===== src/scc_pkg.sv =====
// package: constants, types and register map of the stepper chopper core
package scc_pkg;
    // =========================================================
    // clock and timing
    localparam int CLK_KHZ = 20000;
    localparam int CLK_PERIOD_NS = 50;
    localparam int OSC_KHZ = 1600;
    localparam int OSC_DIV = CLK_KHZ / OSC_KHZ;
    localparam int STEP_HIGH_NS = 300;
    localparam int STEP_LOW_NS = 250;
    localparam int BLANK_NS = 300;
    localparam int STEP_HIGH_CYC = (STEP_HIGH_NS + CLK_PERIOD_NS - 1) / CLK_PERIOD_NS;
    localparam int STEP_LOW_CYC = (STEP_LOW_NS + CLK_PERIOD_NS - 1) / CLK_PERIOD_NS;
    localparam int BLANK_CYC = BLANK_NS / CLK_PERIOD_NS;
    localparam logic [3:0] CHOP_LAST = 4'hf;
    localparam logic [3:0] MIX_FAST_START = 4'hc;
    localparam logic [2:0] OC_BLANK_TICKS = 3'h4;

    // =========================================================
    // register map
    localparam logic [7:0] CTRL_OFS = 8'h00;
    localparam logic [7:0] STATUS_OFS = 8'h04;
    localparam logic [7:0] MASK_OFS = 8'h08;
    localparam logic [7:0] STATE_OFS = 8'h0c;
    localparam int CTRL_MODE_LSB = 0;
    localparam int CTRL_DECAY_LSB = 2;
    localparam int CTRL_ENABLE_BIT = 4;
    localparam logic [4:0] CTRL_RESET = 5'h00;
    localparam int EV_OVERCURRENT = 0;
    localparam int EV_THERMAL = 1;
    localparam int EV_STEP = 2;
    localparam logic [2:0] EV_RESET = 3'h0;
    localparam logic [1:0] MODE_STANDBY = 2'h0;

    // =========================================================
    // types
    typedef enum logic [1:0] {DECAY_SLOW, DECAY_FAST, DECAY_MIXED} scc_decay_e;
    typedef enum logic {PH_CHARGE, PH_DECAY} scc_phase_e;
    typedef struct packed {
        logic upper_switch_one;
        logic lower_switch_one;
        logic upper_switch_two;
        logic lower_switch_two;
    } scc_gate_s;
    localparam scc_gate_s GATE_OFF = 4'h0;
endpackage


===== src/scc_core.sv =====
// stepper chopper control core: step filter, chopper, fault latch, registers
`timescale 1ns/100ps
module scc_core (
    // clock and reset
    input wire logic I_CLK,
    input wire logic I_RESETN,
    // register port
    input wire logic [7:0] I_ADDR,
    input wire logic [31:0] I_WDATA,
    input wire logic I_WR,
    input wire logic I_RD,
    output logic [31:0] O_RDATA,
    output logic O_IRQ,
    // step clock from host
    input wire logic I_STEP_CLK,
    // analog comparators, one bit per channel; thermal is a single bit
    input wire logic [1:0] I_SENSE_PEAK,
    input wire logic [1:0] I_OVERCURRENT,
    input wire logic I_THERMAL,
    // bridge gates, channel a and b
    output scc_pkg::scc_gate_s O_GATE_A,
    output scc_pkg::scc_gate_s O_GATE_B
);
    // bridge drive for one direction and phase
    function automatic scc_pkg::scc_gate_s gate_of(input logic charge, input logic reverse,
                                                   input logic fast);
        scc_pkg::scc_gate_s g;
        if (charge && !reverse) begin
            g = 4'h9;
        end else if (charge) begin
            g = 4'h6;
        end else if (!fast) begin
            g = 4'h5;
        end else if (!reverse) begin
            g = 4'h6;
        end else begin
            g = 4'h9;
        end
        return g;
    endfunction

    // =========================================================
    // registers
    logic [4:0] ctrl_reg, ctrl_next;
    logic [2:0] status_reg, status_next;
    logic [2:0] mask_reg, mask_next;
    logic [31:0] rdata_reg, rdata_next;
    logic [2:0] events;
    logic fault_reg;
    logic [1:0] angle_reg;
    scc_pkg::scc_phase_e phase_reg [2];
    logic [1:0] mode_sel;
    logic [1:0] decay_sel;
    logic enable;
    logic standby;

    assign mode_sel = ctrl_reg[scc_pkg::CTRL_MODE_LSB +: 2];
    assign decay_sel = ctrl_reg[scc_pkg::CTRL_DECAY_LSB +: 2];
    assign enable = ctrl_reg[scc_pkg::CTRL_ENABLE_BIT];
    assign standby = (mode_sel == scc_pkg::MODE_STANDBY);

    // register writes, sticky events, read mux
    always_comb begin
        ctrl_next = ctrl_reg;
        mask_next = mask_reg;
        status_next = status_reg;
        rdata_next = 32'h0;
        if (I_WR && I_ADDR == scc_pkg::CTRL_OFS) begin
            ctrl_next = I_WDATA[4:0];
        end
        if (I_WR && I_ADDR == scc_pkg::MASK_OFS) begin
            mask_next = I_WDATA[2:0];
        end
        if (I_WR && I_ADDR == scc_pkg::STATUS_OFS) begin
            status_next = status_reg & ~I_WDATA[2:0];
        end
        status_next = status_next | events; // set wins over clear
        if (I_RD) begin
            case (I_ADDR)
                scc_pkg::CTRL_OFS: rdata_next = {27'h0, ctrl_reg};
                scc_pkg::STATUS_OFS: rdata_next = {29'h0, status_reg};
                scc_pkg::MASK_OFS: rdata_next = {29'h0, mask_reg};
                scc_pkg::STATE_OFS: rdata_next = {27'h0, phase_reg[1], phase_reg[0], fault_reg, angle_reg};
                default: rdata_next = 32'h0;
            endcase
        end
    end

    always_ff @(posedge I_CLK or negedge I_RESETN) begin
        if (!I_RESETN) begin
            ctrl_reg <= scc_pkg::CTRL_RESET;
            mask_reg <= scc_pkg::EV_RESET;
            status_reg <= scc_pkg::EV_RESET;
            rdata_reg <= 32'h0;
        end else begin
            ctrl_reg <= ctrl_next;
            mask_reg <= mask_next;
            status_reg <= status_next;
            rdata_reg <= rdata_next;
        end
    end

    assign O_RDATA = rdata_reg;
    assign O_IRQ = |(status_reg & mask_reg);

    // =========================================================
    // step clock synchroniser, pulse filter and angle
    logic step_meta_reg, step_sync_reg;
    logic step_filt_reg, step_filt_next;
    logic [2:0] step_cnt_reg, step_cnt_next;
    logic [1:0] angle_next;
    logic step_event;
    logic [2:0] step_need;

    // a new level is taken only after it held for its least width
    always_comb begin
        step_filt_next = step_filt_reg;
        step_cnt_next = 3'h0;
        angle_next = angle_reg;
        step_event = 1'b0;
        step_need = step_sync_reg ? 3'(scc_pkg::STEP_HIGH_CYC - 1) : 3'(scc_pkg::STEP_LOW_CYC - 1);
        if (step_sync_reg != step_filt_reg) begin
            step_cnt_next = step_cnt_reg + 3'h1;
            if (step_cnt_reg == step_need) begin
                step_filt_next = step_sync_reg;
                step_cnt_next = 3'h0;
                if (step_sync_reg) begin
                    angle_next = angle_reg + 2'h1;
                    step_event = 1'b1;
                end
            end
        end
    end

    always_ff @(posedge I_CLK or negedge I_RESETN) begin
        if (!I_RESETN) begin
            step_meta_reg <= 1'b0;
            step_sync_reg <= 1'b0;
            step_filt_reg <= 1'b0;
            step_cnt_reg <= 3'h0;
            angle_reg <= 2'h0;
        end else begin
            step_meta_reg <= I_STEP_CLK;
            step_sync_reg <= step_meta_reg;
            step_filt_reg <= step_filt_next;
            step_cnt_reg <= step_cnt_next;
            angle_reg <= angle_next;
        end
    end

    // =========================================================
    // oscillator tick divider and chop period counter
    logic [3:0] osc_div_reg, osc_div_next;
    logic [3:0] chop_reg, chop_next;
    logic osc_tick;
    logic period_start;

    always_comb begin
        osc_tick = (osc_div_reg == 4'(scc_pkg::OSC_DIV - 1));
        osc_div_next = osc_tick ? 4'h0 : osc_div_reg + 4'h1;
        chop_next = osc_tick ? chop_reg + 4'h1 : chop_reg;
        period_start = osc_tick && (chop_reg == scc_pkg::CHOP_LAST);
    end

    always_ff @(posedge I_CLK or negedge I_RESETN) begin
        if (!I_RESETN) begin
            osc_div_reg <= 4'h0;
            chop_reg <= 4'h0;
        end else begin
            osc_div_reg <= osc_div_next;
            chop_reg <= chop_next;
        end
    end

    // =========================================================
    // fault detection and latch
    logic [2:0] oc_cnt_reg, oc_cnt_next;
    logic fault_next;
    logic oc_trip;

    // over-current must persist through the blank count to trip
    always_comb begin
        oc_cnt_next = 3'h0;
        oc_trip = 1'b0;
        if (|I_OVERCURRENT) begin
            oc_cnt_next = oc_cnt_reg;
            if (osc_tick && oc_cnt_reg != scc_pkg::OC_BLANK_TICKS) begin
                oc_cnt_next = oc_cnt_reg + 3'h1;
            end
            oc_trip = (oc_cnt_reg == scc_pkg::OC_BLANK_TICKS);
        end
        fault_next = fault_reg;
        if (standby) begin
            fault_next = 1'b0;
        end
        if (oc_trip || I_THERMAL) begin
            fault_next = 1'b1;
        end
        events = 3'h0;
        events[scc_pkg::EV_OVERCURRENT] = oc_trip && !fault_reg;
        events[scc_pkg::EV_THERMAL] = I_THERMAL && !fault_reg;
        events[scc_pkg::EV_STEP] = step_event;
    end

    always_ff @(posedge I_CLK or negedge I_RESETN) begin
        if (!I_RESETN) begin
            oc_cnt_reg <= 3'h0;
            fault_reg <= 1'b0;
        end else begin
            oc_cnt_reg <= oc_cnt_next;
            fault_reg <= fault_next;
        end
    end

    // =========================================================
    // per channel chopper phase, sense blanking and gates
    scc_pkg::scc_phase_e phase_next [2];
    scc_pkg::scc_gate_s gate_reg [2];
    scc_pkg::scc_gate_s gate_next [2];
    logic [2:0] blank_reg [2];
    logic [2:0] blank_next [2];
    logic [1:0] reverse;
    logic fast;
    logic drive_off;

    // full step sequence gives each channel its current direction
    assign reverse = {angle_reg[1] ^ angle_reg[0], angle_reg[1]};
    assign fast = (decay_sel == scc_pkg::DECAY_FAST) ||
                  (decay_sel == scc_pkg::DECAY_MIXED && chop_reg >= scc_pkg::MIX_FAST_START);
    assign drive_off = fault_reg || fault_next || standby || !enable;

    always_comb begin
        for (int ch = 0; ch < 2; ch++) begin
            phase_next[ch] = phase_reg[ch];
            case (phase_reg[ch])
                scc_pkg::PH_CHARGE: begin
                    // peak comparator already holds the one fifth scaled reference
                    if (I_SENSE_PEAK[ch] && blank_reg[ch] == 3'h0) begin
                        phase_next[ch] = scc_pkg::PH_DECAY;
                    end
                end
                scc_pkg::PH_DECAY: phase_next[ch] = scc_pkg::PH_DECAY;
                default: phase_next[ch] = scc_pkg::PH_CHARGE;
            endcase
            if (period_start) begin
                phase_next[ch] = scc_pkg::PH_CHARGE;
            end
            if (drive_off) begin
                gate_next[ch] = scc_pkg::GATE_OFF;
            end else begin
                gate_next[ch] = gate_of(phase_next[ch] == scc_pkg::PH_CHARGE, reverse[ch], fast);
            end
            blank_next[ch] = (blank_reg[ch] != 3'h0) ? blank_reg[ch] - 3'h1 : 3'h0;
            if (gate_next[ch] != gate_reg[ch]) begin
                blank_next[ch] = 3'(scc_pkg::BLANK_CYC);
            end
        end
    end

    always_ff @(posedge I_CLK or negedge I_RESETN) begin
        if (!I_RESETN) begin
            for (int ch = 0; ch < 2; ch++) begin
                phase_reg[ch] <= scc_pkg::PH_CHARGE;
                gate_reg[ch] <= scc_pkg::GATE_OFF;
                blank_reg[ch] <= 3'h0;
            end
        end else begin
            for (int ch = 0; ch < 2; ch++) begin
                phase_reg[ch] <= phase_next[ch];
                gate_reg[ch] <= gate_next[ch];
                blank_reg[ch] <= blank_next[ch];
            end
        end
    end

    assign O_GATE_A = gate_reg[0];
    assign O_GATE_B = gate_reg[1];
endmodule


===== config.mk =====
export PLATFORM = sky130hd
export DESIGN_NAME = scc_core
export DESIGN_NICKNAME = d
export VERILOG_FILES = /design/src/scc_pkg.sv /design/src/scc_core.sv
export SDC_FILE = /design/constraint.sdc
export NUM_CORES = 1
export LEC_CHECK = 0
export ABC_AREA = 1
export BUFFER_PORTS_ARGS = -buffer_cell sky130_fd_sc_hd__buf_2
export CAP_MARGIN = 20
export CORE_MARGIN = 2
export CORE_UTILIZATION = 45
export CTS_BUF_LIST = sky130_fd_sc_hd__clkbuf_2 sky130_fd_sc_hd__clkbuf_4 sky130_fd_sc_hd__clkbuf_8
export DETAILED_ROUTE_END_ITERATION = 8
export PLACE_DENSITY = 0.83
export SYNTH_ARGS = -nofsm -noshare
export SYNTH_HDL_FRONTEND = slang
export SYNTH_SLANG_ARGS = --single-unit

===== constraint.sdc =====
create_clock -name I_CLK -period 1.75 [get_ports I_CLK]
set_input_delay 0.4375 -clock I_CLK [delete_from_list [all_inputs] [get_ports I_CLK]]
set_output_delay 0.4375 -clock I_CLK [all_outputs]
set_load 0.01 [all_outputs]

==> reports/metrics.cfg <==
[outcome]
status = finished clean

[yosys]
syn_area_um2 = 2810
avgSynthCellArea_um2 = 8.60
yosysWarnings = 0
ys_seq_area_share_pct = 46.3
ys_ff_latch = 52
syn_inst = 327
ys_types = 30

[cells_and_area]
nNetsFinal = 440
diodes = 0
drive_above_1_share_pct = 31.5
area_delta_synth_final_pct = 21.3
fin_area_um2 = 3410
stdcell_count = 456
largest_register_ffs = 6
layout_common_cells = nand2_1, dfrtp_1, inv_1
final_common_cell = nand2_1

[hold_path]
hold_class = in -> async

[clocking]
clk-insertion-delay-late_ns = 0.31
cts_sinks = 52
cts_hold_buf = 0
cts_tree = yes
clk_pin_slew_ns = 0.09
numCtsBuffers = 5
htreeDepth = 2
cts_root_buf = clkbuf_8
cts_buffer_depth = 2

[floorplanning]
core_um2 = 5990
die_w_um = 83.0
die_area_um2 = 6900
rows = 28
die_h_um = 83.0
ios = 91
start_util_pct = 46.9

[setup_path]
arrival_ns = 1.98
crit_required_ns = 2.00
path_class = reg -> reg
critPathLaunchType = register
setup.worst_path.end_class = register
cp_max_fo = 3

[detailed_routing]
wl_per_cell_um = 12.1
m1WireLength_mm = 2.32
met2WireLength_mm = 2.92
dr_total_vias = 2158
drt_iter0_drc = 107
wirelength_mm = 5.54
drt-vias-per-instance = 4.73
routed.top_layer = met4
route.detailed.drc = 0
drtAntennaViolNets = 0
dr_wl_met3_um = 208
dr.pass1.iters = 4

[global_routing]
grt_overflow_total = 0
grt_pass1_wl_mm = 9.19
grt_pass1_vias = 2118
antenna_found_initial = 0
grt_max_degree = 53
track_usage_pct = 16.1

[timing]
hold_viol_final = 0
fin_worst_skew_ns = 0.00636
fin_ws_ns = 0.0169
rsz0062_at_grt = true
clock.fmax_mhz = 577
maxSlewViolCount = 0
period_share_pct = 99.0
period_needed_ns = 1.73
holdWs_ns = 0.0927
finalSetupViolations = 0

[placed_design]
gp_congestion = 0.790
place_hpwl_mm = 3.80
post-place-ws_ns = -0.0699
postPlaceCellArea_um2 = 3040
placedCellCount = 442
portBuffers = 36

[power_and_ir_drop]
p_comb_share_pct = 19.5
ir_drop_mv = 0.403
power.switching_w = 0.000816
switching_share_pct = 29.5
p_leak_nw = 1.77
power_density_nw_per_um2 = 811
seq_power_share_pct = 50.7
p_int_w = 0.00195
clkPwrFrac_pct = 29.8

[run]
cap_violations = 0

==> worst max-delay path: stages, from the launching register on <==
cell and delay, ns:
dfrtp_1 0.38, nor2_2 0.05, ha_2 0.20, a21oi_4 0.19, inv_1 0.07, nand2_2 0.10
nand2_2 0.09, nand2_1 0.10, nand2_1 0.07, nand2_1 0.06, nand2_1 0.07, nor2_4 0.10
nand2_1 0.06, nor2_1 0.10
==> stage by stage <==
step / total power [W] / TNS (ns) / utilization (%)
2_1_floorplan: 0.00174 / 0 / -
3_3_place_gp: 0.00180 / 0 / 50.7
3_5_place_dp: 0.00184 / -0.202 / 50.7
4_1_cts: 0.00268 / 0 / 53.7
5_1_grt: 0.00293 / -0.452 / 56.9
6_report: 0.00277 / 0 / 56.9
==> area by class of cell <==
type | instances | area [µm²]
Fill cell | 515 | 2580
Sequential cell | 52 | 1300
Inverter | 46 | 174
Tap cell | 75 | 93.8
Clock buffer | 5 | 68.8
Timing Repair Buffer | 48 | 299
Clock inverter | 3 | 42.5
Multi-Input combinational cell | 227 | 1430
==> power by group through the flow <==
stage	Sequential, W	Clock (W)	Combinational (W)
detailed placement	0.00140	0	0.000434
floorplan	0.00138	0	0.000355
finish	0.00140	0.000823	0.000540
CTS	0.00138	0.000846	0.000450
global placement	0.00139	0	0.000408
global route	0.00141	0.000903	0.000611
==> cells in the mapped netlist <==
cell | number | area share, %
nand2_1 | 79 | 11
nand3b_1 | 4 | 1.1
o21ai_0 | 17 | 3.0
a21oi_1 | 9 | 1.6
buf_6 | 1 | 0.40
o211ai_1 | 1 | 0.27
nand3_1 | 14 | 2.5
nor2_1 | 20 | 2.7
mux2_4 | 2 | 1.1
nand2_2 | 7 | 1.6
or2_4 | 1 | 0.31
and3_1 | 1 | 0.22
ha_1 | 10 | 4.5
buf_4 | 27 | 7.2
inv_1 | 42 | 5.6
nor2_4 | 5 | 2.0
clkinv_2 | 1 | 0.18
or2_2 | 4 | 0.89
dfrtp_1 | 52 | 46
nand3_2 | 2 | 0.71
inv_2 | 3 | 0.40
o21ai_1 | 1 | 0.18
conb_1 | 1 | 0.13
nand4_1 | 8 | 1.8
nor2_2 | 4 | 0.89
xnor2_1 | 5 | 1.6
nor4_4 | 1 | 0.76
or2_1 | 1 | 0.22
a41oi_1 | 3 | 0.93
xnor2_2 | 1 | 0.58
==> what timing repair did <==
action / in CTS / in global routing
setup endpoints to repair: 6 / 7
gates resized for setup: 7 / 44
setup buffers: 2 / 4
pin swaps: 9 / 18
cloned: 1 / 0
==> routing by layer <==
layer  vias up  global-route usage [%]
met2        40                    28.1
li1       1086                       -
met5         -                       0
met4         0                    5.96
met1      1025                    19.8
met3         7                    3.18
==> logic make-up after synthesis <==
kind of cell / synth area share, %
AOI/OAI and AO/OA: 6.01
xor gates and xnor gates: 2.14
adders and majority gates: 4.45
buffers and inverters: 13.8
DFF: 46.3
muxes: 1.07
other: 0.133
and+or+nand+nor: 26.1
==> path summary, 6_finish.rpt <==
kind	startpoint	endpoint	slack, ns	depth (start not counted)
setup / recovery	blank_reg[0]	blank_reg[0]	0.02	13
hold / removal	I_RESETN	O_GATE_B[0]	0.09	2
setup reg to reg	blank_reg[0]	blank_reg[0]	0.02	13
hold reg to reg	step_meta_reg	step_sync_reg	0.36	0
max in group asynchronous	I_RESETN	blank_reg[3]	1.42	2
min in group I_CLK	I_STEP_CLK	step_meta_reg	0.23	1
Note: power is estimated with default switching activity, not from simulation.
